<file path="src/duc_pkg.sv">
// shared constants and types for the baseband fifo and fm front end
package duc_pkg;
  // ****************************************
  // host port geometry
  // ****************************************
  localparam int DW = 16;
  localparam int AW = 10;
  localparam logic [9:0] CW_IDATA = 10'h000;
  localparam logic [9:0] CW_QDATA = 10'h001;
  localparam logic [9:0] CW_MODE  = 10'h010;
  localparam logic [9:0] CW_FIFO  = 10'h012;
  localparam logic [9:0] CW_STAT  = 10'h014;
  // ****************************************
  // control fields
  // ****************************************
  localparam int MODE_LSB = 0;
  localparam int HDLY_BIT = 2;
  localparam int ISEL_LSB = 3;
  localparam int THR_LSB  = 0;
  localparam logic [1:0] MODE_QUAD = 2'h0;
  localparam logic [1:0] MODE_FMBL = 2'h1;
  localparam logic [1:0] MODE_FMPS = 2'h2;
  localparam logic [1:0] MODE_RST  = 2'h0;
  localparam logic [1:0] ISEL_RST  = 2'h0;
  localparam logic [2:0] THR_RST   = 3'h0;
  // ****************************************
  // storage and timing
  // ****************************************
  localparam int FIFO_DEPTH = 7;
  localparam int WR_GAP_CYC = 4;
  localparam int HDLY_MAX   = 8;
  localparam int NCO_W      = 16;
  typedef struct packed {
    logic signed [15:0] i;
    logic signed [15:0] q;
  } duc_smp_t;
endpackage

</file>
<file path="src/duc_fifo_fm.sv">
// baseband i/q sample fifos, mode routing and fm modulator front end
`timescale 1ns/100ps
module duc_fifo_fm
  import duc_pkg::*;
#(
  parameter int DEPTH = FIFO_DEPTH
) (
  // clock and reset
  input  wire logic          clk_i,
  input  wire logic          sys_rst_i,
  // host bus
  input  wire logic [AW-1:0] addr_i,
  input  wire logic [DW-1:0] data_i,
  output logic      [DW-1:0] data_o,
  output logic               data_oe_o,
  input  wire logic          wr_n_i,
  input  wire logic          rd_n_i,
  input  wire logic          ce_n_i,
  // fifo status
  input  wire logic [NCO_W-1:0] samp_step_i,
  output logic               depth_request_out_o,
  output logic               sample_take_strobe_o,
  output logic               fifo_err_o,
  // to shaping filter
  output logic               flt_valid_o,
  input  wire logic          flt_ready_i,
  output duc_smp_t           flt_data_o,
  // from shaping filter
  input  wire logic          flt_out_valid_i,
  input  wire duc_smp_t      flt_out_i,
  // to scaling stage
  output logic               scl_valid_o,
  output duc_smp_t           scl_data_o,
  // cascade summer
  input  wire logic [DW-1:0] ups_i,
  input  wire logic [DW-1:0] cas_i,
  input  wire logic          cas_zero_i,
  output logic [DW-1:0]      sum_o
);
  // ****************************************
  // helpers
  // ****************************************
  // parabolic sine, phase as signed half turns
  function automatic logic signed [15:0] sin_apx(input logic [15:0] ph);
    logic signed [16:0] x;
    logic signed [16:0] m;
    logic signed [33:0] p;
    x = {ph[15], ph};
    m = 17'sh08000 - (x[16] ? -x : x);
    p = x * m;
    if (p >>> 13 > 34'sh07FFF) sin_apx = 16'sh7FFF;
    else sin_apx = p[28:13];
  endfunction
  function automatic duc_smp_t fm_out(input logic [15:0] ph);
    fm_out.i = sin_apx(ph + 16'h4000);
    fm_out.q = sin_apx(ph);
  endfunction
  // ****************************************
  // host write decode
  // ****************************************
  logic       wr_n_ff;
  logic       wr_stb;
  logic [1:0] push;
  logic [1:0] pop;
  logic [1:0] full;
  logic       err;
  logic [1:0] mode_ff;
  logic       hdly_ff;
  logic [1:0] isel_ff;
  logic [2:0] thr_ff;
  assign wr_stb  = wr_n_i & ~wr_n_ff & ~ce_n_i;
  assign push[0] = wr_stb && addr_i == CW_IDATA;
  assign push[1] = wr_stb && addr_i == CW_QDATA;
  // a write into a full fifo would corrupt air data, so flush instead
  assign err = |(push & full);
  always_ff @(posedge clk_i or posedge sys_rst_i) begin
    if (sys_rst_i) wr_n_ff <= 1'b1;
    else wr_n_ff <= wr_n_i;
  end
  always_ff @(posedge clk_i or posedge sys_rst_i) begin
    if (sys_rst_i) begin
      mode_ff <= MODE_RST;
      hdly_ff <= 1'b0;
      isel_ff <= ISEL_RST;
      thr_ff  <= THR_RST;
    end else if (wr_stb && addr_i == CW_MODE) begin
      mode_ff <= data_i[MODE_LSB +: 2];
      hdly_ff <= data_i[HDLY_BIT];
      isel_ff <= data_i[ISEL_LSB +: 2];
    end else if (wr_stb && addr_i == CW_FIFO) begin
      thr_ff <= data_i[THR_LSB +: 3];
    end
  end
  always_ff @(posedge clk_i or posedge sys_rst_i) begin
    if (sys_rst_i) fifo_err_o <= 1'b0;
    else fifo_err_o <= err;
  end
  // ****************************************
  // sample fifos
  // ****************************************
  logic [15:0] mem  [2][DEPTH];
  logic [2:0]  cnt  [2];
  logic [2:0]  wp   [2];
  logic [2:0]  rp   [2];
  logic [15:0] head [2];
  for (genvar c = 0; c < 2; c++) begin : g_fifo
    assign full[c] = cnt[c] == 3'(DEPTH);
    assign head[c] = cnt[c] != 3'h0 ? mem[c][rp[c]] : 16'h0000;
    always_ff @(posedge clk_i) begin
      if (push[c] && !full[c]) mem[c][wp[c]] <= data_i;
    end
    always_ff @(posedge clk_i or posedge sys_rst_i) begin
      if (sys_rst_i) begin
        cnt[c] <= 3'h0;
        wp[c]  <= 3'h0;
        rp[c]  <= 3'h0;
      end else if (err) begin
        cnt[c] <= 3'h0;
        wp[c]  <= 3'h0;
        rp[c]  <= 3'h0;
      end else begin
        if (push[c]) wp[c] <= wp[c] == 3'(DEPTH - 1) ? 3'h0 : wp[c] + 3'h1;
        if (pop[c] && cnt[c] != 3'h0)
          rp[c] <= rp[c] == 3'(DEPTH - 1) ? 3'h0 : rp[c] + 3'h1;
        case ({push[c], pop[c] && cnt[c] != 3'h0})
          2'b10:   cnt[c] <= cnt[c] + 3'h1;
          2'b01:   cnt[c] <= cnt[c] - 3'h1;
          default: cnt[c] <= cnt[c];
        endcase
      end
    end
  end
  // ****************************************
  // depth request and sample strobe
  // ****************************************
  logic [NCO_W-1:0] snco_ff;
  logic             pend_ff;
  logic             take;
  logic             in_rdy;
  logic             nxt_msb;
  always_ff @(posedge clk_i or posedge sys_rst_i) begin
    if (sys_rst_i) depth_request_out_o <= 1'b0;
    else depth_request_out_o <= cnt[0] <= thr_ff ||
                                (mode_ff == MODE_QUAD && cnt[1] <= thr_ff);
  end
  // msb of the rate accumulator is the strobe; its fall is the take
  always_ff @(posedge clk_i or posedge sys_rst_i) begin
    if (sys_rst_i) snco_ff <= '0;
    else if (err) snco_ff <= '0;
    else snco_ff <= snco_ff + samp_step_i;
  end
  assign sample_take_strobe_o = snco_ff[NCO_W-1];
  // set beats clear so a fall in the same cycle as a take is not lost
  always_ff @(posedge clk_i or posedge sys_rst_i) begin
    if (sys_rst_i) pend_ff <= 1'b0;
    else if (err) pend_ff <= 1'b0;
    else if (snco_ff[NCO_W-1] && !nxt_msb) pend_ff <= 1'b1;
    else if (take) pend_ff <= 1'b0;
  end
  assign nxt_msb = snco_ff[NCO_W-1] ^ (snco_ff[NCO_W-2:0] + samp_step_i[NCO_W-2:0]
                   >= {1'b1, {(NCO_W-1){1'b0}}}) ^ samp_step_i[NCO_W-1];
  assign take   = pend_ff & in_rdy;
  assign pop[0] = take;
  assign pop[1] = take && mode_ff == MODE_QUAD;
  // ****************************************
  // fm modulator phase accumulator
  // ****************************************
  logic [15:0] fm_ph_ff;
  always_ff @(posedge clk_i or posedge sys_rst_i) begin
    if (sys_rst_i) fm_ph_ff <= 16'h0000;
    else if (err) fm_ph_ff <= 16'h0000;
    else if (take && mode_ff == MODE_FMBL) fm_ph_ff <= fm_ph_ff + head[0];
    else if (flt_out_valid_i && mode_ff == MODE_FMPS)
      fm_ph_ff <= fm_ph_ff + flt_out_i.i;
  end
  // ****************************************
  // two-entry buffer toward the shaping filter
  // ****************************************
  duc_smp_t nxt_in;
  duc_smp_t buf_mem [2];
  logic     buf_wp_ff;
  logic     buf_rp_ff;
  logic [1:0] buf_cnt_ff;
  always_comb begin
    case (mode_ff)
      MODE_QUAD: nxt_in = '{i: head[0], q: head[1]};
      MODE_FMBL: nxt_in = fm_out(fm_ph_ff + head[0]);
      MODE_FMPS: nxt_in = '{i: head[0], q: 16'sh0000};
      default:   nxt_in = '0;
    endcase
  end
  assign in_rdy      = buf_cnt_ff != 2'h2;
  assign flt_valid_o = buf_cnt_ff != 2'h0;
  assign flt_data_o  = buf_mem[buf_rp_ff];
  always_ff @(posedge clk_i) begin
    if (take) buf_mem[buf_wp_ff] <= nxt_in;
  end
  always_ff @(posedge clk_i or posedge sys_rst_i) begin
    if (sys_rst_i) begin
      buf_wp_ff  <= 1'b0;
      buf_rp_ff  <= 1'b0;
      buf_cnt_ff <= 2'h0;
    end else if (err) begin
      buf_wp_ff  <= 1'b0;
      buf_rp_ff  <= 1'b0;
      buf_cnt_ff <= 2'h0;
    end else begin
      if (take) buf_wp_ff <= ~buf_wp_ff;
      if (flt_valid_o && flt_ready_i) buf_rp_ff <= ~buf_rp_ff;
      buf_cnt_ff <= buf_cnt_ff + 2'(take) - 2'(flt_valid_o && flt_ready_i);
    end
  end
  // ****************************************
  // half-sample delay and scaling mux
  // ****************************************
  logic [15:0] dly_ff [HDLY_MAX];
  logic [15:0] dly_i;
  always_ff @(posedge clk_i) begin
    if (flt_out_valid_i) begin
      dly_ff[0] <= flt_out_i.i;
      for (int k = 1; k < HDLY_MAX; k++) dly_ff[k] <= dly_ff[k-1];
    end
  end
  // half of 4, 8 or 16 filter outputs is one half input sample
  assign dly_i = dly_ff[3'((4'h2 << isel_ff) - 4'h1)];
  always_ff @(posedge clk_i or posedge sys_rst_i) begin
    if (sys_rst_i) begin
      scl_valid_o <= 1'b0;
      scl_data_o  <= '0;
    end else begin
      scl_valid_o <= flt_out_valid_i;
      if (flt_out_valid_i) begin
        if (mode_ff == MODE_FMPS) scl_data_o <= fm_out(fm_ph_ff + flt_out_i.i);
        else if (mode_ff == MODE_QUAD && hdly_ff) scl_data_o <= '{i: dly_i, q: flt_out_i.q};
        else scl_data_o <= flt_out_i;
      end
    end
  end
  // ****************************************
  // cascade summer
  // ****************************************
  logic [DW-1:0] cas_eff;
  logic [DW:0]   sum_w;
  assign cas_eff = cas_zero_i ? '0 : cas_i;
  assign sum_w   = {ups_i[DW-1], ups_i} + {cas_eff[DW-1], cas_eff};
  always_ff @(posedge clk_i or posedge sys_rst_i) begin
    if (sys_rst_i) sum_o <= '0;
    else if (sum_w[DW] != sum_w[DW-1]) sum_o <= {sum_w[DW], {(DW-1){~sum_w[DW]}}};
    else sum_o <= sum_w[DW-1:0];
  end
  // ****************************************
  // read-back
  // ****************************************
  assign data_oe_o = ~rd_n_i & ~ce_n_i;
  always_ff @(posedge clk_i or posedge sys_rst_i) begin
    if (sys_rst_i) data_o <= '0;
    else begin
      case (addr_i)
        CW_MODE: data_o <= {11'h000, isel_ff, hdly_ff, mode_ff};
        CW_FIFO: data_o <= {13'h0000, thr_ff};
        CW_STAT: data_o <= {8'h00, fifo_err_o, cnt[1], 1'b0, cnt[0]};
        default: data_o <= '0;
      endcase
    end
  end
endmodule

</file>
<file path="config.mk">
export PLATFORM = sky130hd
export DESIGN_NAME = duc_fifo_fm
export DESIGN_NICKNAME = d
export VERILOG_FILES = /design/src/duc_pkg.sv /design/src/duc_fifo_fm.sv
export SDC_FILE = /design/constraint.sdc
export NUM_CORES = 2
export LEC_CHECK = 0
export BUFFER_PORTS_ARGS = -buffer_cell sky130_fd_sc_hd__buf_2
export CAP_MARGIN = 40
export CORE_MARGIN = 2
export CORE_UTILIZATION = 50
export CTS_CLUSTER_SIZE = 40
export DETAILED_ROUTE_END_ITERATION = 16
export PLACE_DENSITY = 0.65
export SLEW_MARGIN = 20
export SYNTH_ARGS = -nofsm -noshare
export SYNTH_HDL_FRONTEND = slang
export SYNTH_SLANG_ARGS = --single-unit
</file>
<file path="constraint.sdc">
create_clock -name clk_i -period 18.1 [get_ports clk_i]
set_clock_uncertainty 0.15 [all_clocks]
set_input_delay 2.715 -clock clk_i [delete_from_list [all_inputs] [get_ports clk_i]]
set_output_delay 2.715 -clock clk_i [all_outputs]
set_load 0.01 [all_outputs]
</file>
## Word-level counts from Yosys, hierarchy flattened

Memories as Yosys holds them, arrays and structs flattened.
Index checks and enable logic that the tools add are counted.

| word-level totals | value |
|---|---|
| word-level logic and storage cells | 211 |
| flip-flop bits (word level) | 131 |
| memory bits (writable) | 416 |
| memories kept | 3 |
| input port bits | 114 |

| operators by class | value |
|---|---|
| reduce and logical (&&, ||, !) cells | 39 |
| add/subtract/negate cells | 26 |
| order comparisons | 13 |
| equal/unequal tests | 18 |
| shift operators | 1 |
| bitwise gates (word level) | 18 |
| multiply operators | 4 |
| multiplexer cells | 65 |

Memories:

| name | depth | width | rd ports | clocked after memory_dff | write ports | RTL line | source |
|---|---|---|---|---|---|---|---|
| mem | 2 | 112 | 2 | 0 | 1 | duc_fifo_fm.sv:101 | `logic [15:0] mem [2][DEPTH];` |
| dly_ff | 8 | 16 | 8 | 0 | 8 | duc_fifo_fm.sv:216 | `logic [15:0] dly_ff [HDLY_MAX];` |
| buf_mem | 2 | 32 | 1 | 0 | 1 | duc_fifo_fm.sv:180 | `duc_smp_t buf_mem [2];` |

Operators with widths:

| cell | count |
|---|---|
| 112-bit 2-to-1 mux | 4 |
| 16-bit 2-to-1 mux | 18 |
| 16-bit by 17-bit multiplier with 33-bit output | 4 |
| 112-bit OR reduction | 1 |
| 16-bit binary-select mux with 3-bit select | 2 |
| 16-bit demux with 3-bit select | 2 |
| 32-bit case mux with 3 select lines | 1 |
| 20-bit by 16-bit > comparator with 1-bit output (second input constant) | 4 |
| 17-bit 2-to-1 mux | 4 |
| 16-bit negator with 17-bit output | 4 |
| 17-bit subtractor (first input constant) | 4 |
| 32-bit 2-to-1 mux | 2 |
| 16-bit adder | 3 |
| 3-bit 2-to-1 mux | 14 |
| 16-bit by 15-bit adder with 16-bit output (second input constant) | 2 |
| 10-bit by 5-bit == test with 1-bit output (second input constant) | 3 |
| 8-bit case mux with 3 select lines | 1 |
| 3-bit by 1-bit adder with 3-bit output (second input constant) | 6 |
| 3-bit == test (second input constant) | 6 |
| 3-bit nonzero test | 6 |
| 16-bit by 16-bit adder with 17-bit output | 1 |
| 1-bit logical AND | 17 |
| 15-bit by 15-bit adder with 16-bit output | 1 |
| 16-bit >= comparator (second input constant) | 1 |
| other kinds (27) | 73 |

## Depth between registers and ports, before layout

| logic depth | value |
|---|---|
| depth after elaboration | 14 |
| mapped depth | 59 |

## Worst setup path before layout

OpenSTA, ideal clock, no wires.

| path | value |
|---|---|
| path type | input to register |
| start point | input flt_out_i[16] (netlist bit) |
| end point | register scl_data_o[17] (netlist bit) |
| data arrival time | 14.532 ns |
| cell stages on the path | 49 |
| library setup time | 0.137 ns |
| buffers on the path | 6 |
| data required time | 17.813 ns |
| path slack | 3.281 ns |
| cell sequence | ha_1 > fa_1 > a21o_1 > a21oi_1 > o21bai_1 > a2111oi_0 > o311ai_0 > a21oi_1 > o21ai_0 > xor2_1 > clkbuf_1 > clkbuf_1 > ha_1 > clkbuf_1 > clkinv_1 > nor2_1 > xnor2_1 > or3b_2 > [... 13 more ...] > inv_1 > fa_1 > ha_1 > a21o_1 > a21o_1 > a21oi_1 > o21ai_0 > a21o_1 > a21oi_1 > o31ai_1 > a211oi_1 > o21bai_1 > a21oi_1 > xnor2_1 > a21oi_1 > nor2_1 > clkbuf_1 > a21oi_1 |

| on the way | value |
|---|---|
| word-level cells in the longest chain between the ends | 9 |

Ends and longest elaborated chain:

| item | RTL line | source |
|---|---|---|
| start: declaration | duc_fifo_fm.sv:30 | `input wire duc_smp_t flt_out_i,` |
| 16-bit adder (*) | duc_fifo_fm.sv:233 | `if (mode_ff == MODE_FMPS) scl_data_o <= fm_out(fm_ph_ff + flt_out_i.i);` |
| 16-bit by 15-bit adder with 16-bit output (*) | duc_fifo_fm.sv:55 | `fm_out.i = sin_apx(ph + 16'h4000);` |
| 16-bit negator with 17-bit output | duc_fifo_fm.sv:49 | `m = 17'sh08000 - (x[16] ? -x : x);` |
| 17-bit 2-to-1 mux | duc_fifo_fm.sv:49 |  |
| 17-bit subtractor | duc_fifo_fm.sv:49 |  |
| 16-bit by 17-bit multiplier with 33-bit output (*) | duc_fifo_fm.sv:50 | `p = x * m;` |
| 20-bit by 16-bit > comparator with 1-bit output | duc_fifo_fm.sv:51 | `if (p >>> 13 > 34'sh07FFF) sin_apx = 16'sh7FFF;` |
| 16-bit 2-to-1 mux (*) | duc_fifo_fm.sv:51 |  |
| 32-bit 2-to-1 mux (*) | duc_fifo_fm.sv:233 |  |
| end signal: assignment | duc_fifo_fm.sv:233 |  |
| end signal: assignment | duc_fifo_fm.sv:234 | `else if (mode_ff == MODE_QUAD && hdly_ff) scl_data_o <= '{i: dly_i, q: flt_out_i.q};` |
| end signal: assignment | duc_fifo_fm.sv:235 | `else scl_data_o <= flt_out_i;` |
| end: declaration | duc_fifo_fm.sv:33 | `output duc_smp_t scl_data_o,` |

Every way passes the cells marked *; elsewhere a longest branch is shown, timed or not.
A chain may end at the register's enable or synchronous reset.

==> results_tabular.tex <==
\begin{tabular}{lr}
\hline
Metric & Value \\
\hline
\multicolumn{2}{l}{\textbf{Outcome}} \\
\quad Run status & completed \\
\multicolumn{2}{l}{\textbf{Global routing}} \\
\quad Residual overflow from global routing & 0 \\
\quad Total global routing track utilization & 26.1\% \\
\quad Number of antenna violations at the first check in global routing & 10 \\
\quad First-pass GRT wire length & 275000 µm \\
\quad Via count of the first global-routing pass & 48472 \\
\quad Largest net degree at the start of global routing & 75 \\
\multicolumn{2}{l}{\textbf{Critical path}} \\
\quad Crit path max-delay cell type & a211oi\_1 \\
\quad Crit path buffers/inverters & 7 \\
\quad Crit path largest cell delay & 730 ps \\
\quad Critical Path Fanout Max & 38 \\
\quad Required time of the critical path & 18240 ps \\
\quad Family of cells with the greatest summed delay on the critical path & compound AO/OA/AOI/OAI gates \\
\quad Cell repeated most along the worst path & fa\_1 \\
\quad Startpoint Class & register \\
\quad Arr. time, crit path & 15950 ps \\
\quad Slack of the worst reg-to-reg path & 2300 ps \\
\quad Setup crit end kind & register \\
\quad Critical path start-end classification & register to register \\
\multicolumn{2}{l}{\textbf{STA}} \\
\quad Fin. Hold Viols & 0 \\
\quad Final critical delay including setup and external delays & 15800 ps \\
\quad Max-slew headroom at the worst pin & 39.8\% \\
\quad Portion of the clock cycle consumed by the worst path in the final layout & 87.3\% \\
\quad Achievable frequency & 63.3 MHz \\
\quad Final setup vio count & 0 \\
\quad Tightest Pin Transition & 895 ps \\
\quad Worst-case setup margin in the final layout & 2300 ps \\
\quad Post-route setup TNS & 0 ps \\
\quad Max Slew Vio Count & 0 \\
\quad RSZ-0062 raised after global routing & no \\
\multicolumn{2}{l}{\textbf{Synth}} \\
\quad Top cells by area in the synthesized netlist & fa\_1 (33\%), edfxtp\_1 (19\%), ha\_1 (7.7\%), inv\_1 (6.8\%), dfrtp\_1 (4.7\%) \\
\quad Yosys Warn Count & 0 \\
\quad Dominant cell type by area after synthesis & fa\_1 \\
\quad Mean cell area of the mapped netlist & 10.2 µm² \\
\quad Sequential fraction of the synthesis area & 23.7\% \\
\quad Synth Register Bits & 539 \\
\quad Most used DFF post-synth & edfxtp\_1 \\
\quad Share of the synthesized area in the top cell type & 33.5\% \\
\quad Synthesized instance count & 6419 \\
\quad Unique masters post-synth & 121 \\
\quad Number of flops mapped to enable cells by yosys & 416 \\
\quad Post-synthesis async set-or-reset flop share & 22.8\% \\
\quad Post-Synthesis Cell Area & 65600 µm² \\
\multicolumn{2}{l}{\textbf{Cells and area}} \\
\quad Fraction of final layout cells sized beyond drive strength 1 & 9.64\% \\
\quad Net count of the finished layout & 8287 \\
\quad Area delta synth->final & 9.03\% \\
\quad Post-layout util & 55.1\% \\
\multicolumn{2}{l}{\textbf{Place}} \\
\quad \# port buffers & 207 \\
\quad HPWL after detailed placement & 135000 µm \\
\quad Worst-case setup slack after placement & 2080 ps \\
\quad GP Congestion & 0.929 \\
\multicolumn{2}{l}{\textbf{Clock tree}} \\
\quad Buffer cell driving the clock tree root & clkbuf\_16 \\
\quad Hold\_buf cts & 0 \\
\quad Gates resized, CTS repair & 0 \\
\quad Number of H-tree levels & 2 \\
\quad Clock Pin Slew Worst Setup and Hold Paths & 60 ps \\
\quad Post-CTS Repair Setup Buffers & 0 \\
\quad Clock tree from TritonCTS & built \\
\quad Clock latency on the worst-skew pair & 700 ps \\
\quad Total clock buffers created by CTS & 58 \\
\quad Total number of clock tree sinks & 539 \\
\quad Maximum count of clock buffers along a single path & 3 \\
\multicolumn{2}{l}{\textbf{Die}} \\
\quad Die Area & 134000 µm² \\
\quad Initial cell density of the core & 50.5\% \\
\quad I/O pin count & 216 \\
\quad Die Y-Extent & 366 µm \\
\quad Core area & 130000 µm² \\
\quad Die outline width & 366 µm \\
\quad Number of core rows & 132 \\
\multicolumn{2}{l}{\textbf{Detailed routing}} \\
\quad Vias per std cell & 5.44 \\
\quad Pre-Repair DR Iteration Count & 5 \\
\quad ANT nets after route & 0 \\
\quad Remaining design rule violation count & 0 \\
\quad Number of vias after detailed routing & 46069 \\
\quad Drt total wl & 171000 µm \\
\quad Detail-routed net length per standard cell & 20.1 µm \\
\quad Initial DRC count & 3622 \\
\multicolumn{2}{l}{\textbf{Flow run}} \\
\quad Number of violations of the max-capacitance limit & 0 \\
\multicolumn{2}{l}{\textbf{Min path}} \\
\quad Hold/Removal Path Class & register to register \\
\hline
\end{tabular}
==> worst reg2reg max path, delay by kind of cell (launching register included) <==
kind,cells,cell delay [ps]
buffers and inverters,7,1390
muxes,1,170
xor gates and xnor gates,3,1350
DFF,1,480
AOI/OAI and AO/OA,19,5590
adders and majority gates,10,4220
and+or+nand+nor,11,2100
==> through the flow <==
stage / cells / hold slack [ps] / area (µm²)
global route: 8462 / 271 / 71500
CTS: 8453 / 268 / 71400
floorplan: 6523 / 250 / 66000
finish: 8464 / 268 / 71500
detailed placement: 8343 / 255 / 69500
global placement: 8325 / 251 / 69400
==> cells in the final DEF, fill, tap and decap left out, types with 168 or more instances in the layout <==
cell type / instances
a21oi_1: 204
ha_1: 406
inv_1: 1187
fa_1: 1097
and2_1: 168
nand2_1: 699
buf_2: 215
nor2_1: 480
xnor2_1: 194
edfxtp_1: 416
==> metal layers <==
layer / vias up / GRT usage, % / share of wire [%]
met1: 23449 / 37.5 / 43
met3: 241 / 3.99 / 7.6
li1: 20695 / - / -
met2: 1680 / 41.9 / 47
met5: - / 0 / 0.014
met4: 4 / 5.90 / 2.3
==> synthesized netlist by cell type (23+ instances only) <==
cell type	instances
a21o_1	56
dfrtp_1	122
ha_1	406
xnor2_1	213
o21a_1	29
a21oi_1	204
mux4_2	26
o21ai_0	113
nand2b_1	55
nand3_1	55
xor2_1	90
mux2_2	39
nor2_1	483
nand2_1	699
and2_1	168
a211oi_1	48
o22ai_1	23
mux2i_1	76
nor2b_1	61
and3_1	30
fa_1	1097
edfxtp_1	416
clkbuf_1	236
inv_1	1188
nor3_1	78
==> kinds of logic (layout without fill, tap and decap cells) <==
logic type | count (synthesis) | in the layout | share of synthesized area, %
AND/OR/NAND/NOR | 1751 | 1751 | 12.2
adder cells (fa/ha/maj) | 1510 | 1510 | 41.3
buffers and inverters | 1479 | 1676 | 8.62
AO/OA/AOI/OAI | 677 | 677 | 6.94
flip-flops | 539 | 539 | 23.7
XOR/XNOR | 315 | 315 | 4.38
multiplexers | 146 | 146 | 2.81
other | 2 | 108 | 0.0114
==> sequential cells by signal (all words and copies together) (netlist names), 2 cells and up <==
register / count
fm_ph_ff: 16
dly_ff: 128
rp: 6
isel_ff: 2
buf_cnt_ff: 2
scl_data_o: 32
data_o: 8
sum_o: 16
buf_mem: 64
wp: 6
mem: 224
snco_ff: 16
thr_ff: 3
mode_ff: 2
cnt: 6
==> final timing paths <==
path	end	startpoint	cells after the start
worst max register to register	buf_mem[1][18]	rp[4]	51
worst max-delay path	buf_mem[1][18]	rp[4]	51
max in group asynchronous	scl_data_o[19]	sys_rst_i	4
worst min-delay path	dly_ff[6][15]	dly_ff[5][15]	0
min in group asynchronous	snco_ff[1]	sys_rst_i	2
worst min register to register	dly_ff[6][15]	dly_ff[5][15]	0
==> area by class of cell <==
class / count / area [µm²]
multi-input combinational: 4505 / 45100
timing repair buffer: 366 / 2290
clock inverter: 22 / 238
antenna: 2 / 5.00
tap: 1742 / 2180
sequential: 539 / 15600
clock buffer: 88 / 1630
inverter: 1200 / 4510
fill: 11482 / 58300
Power is not shown: default switching activity piles up to over one toggle a cycle in this logic, so the estimate is an artifact.
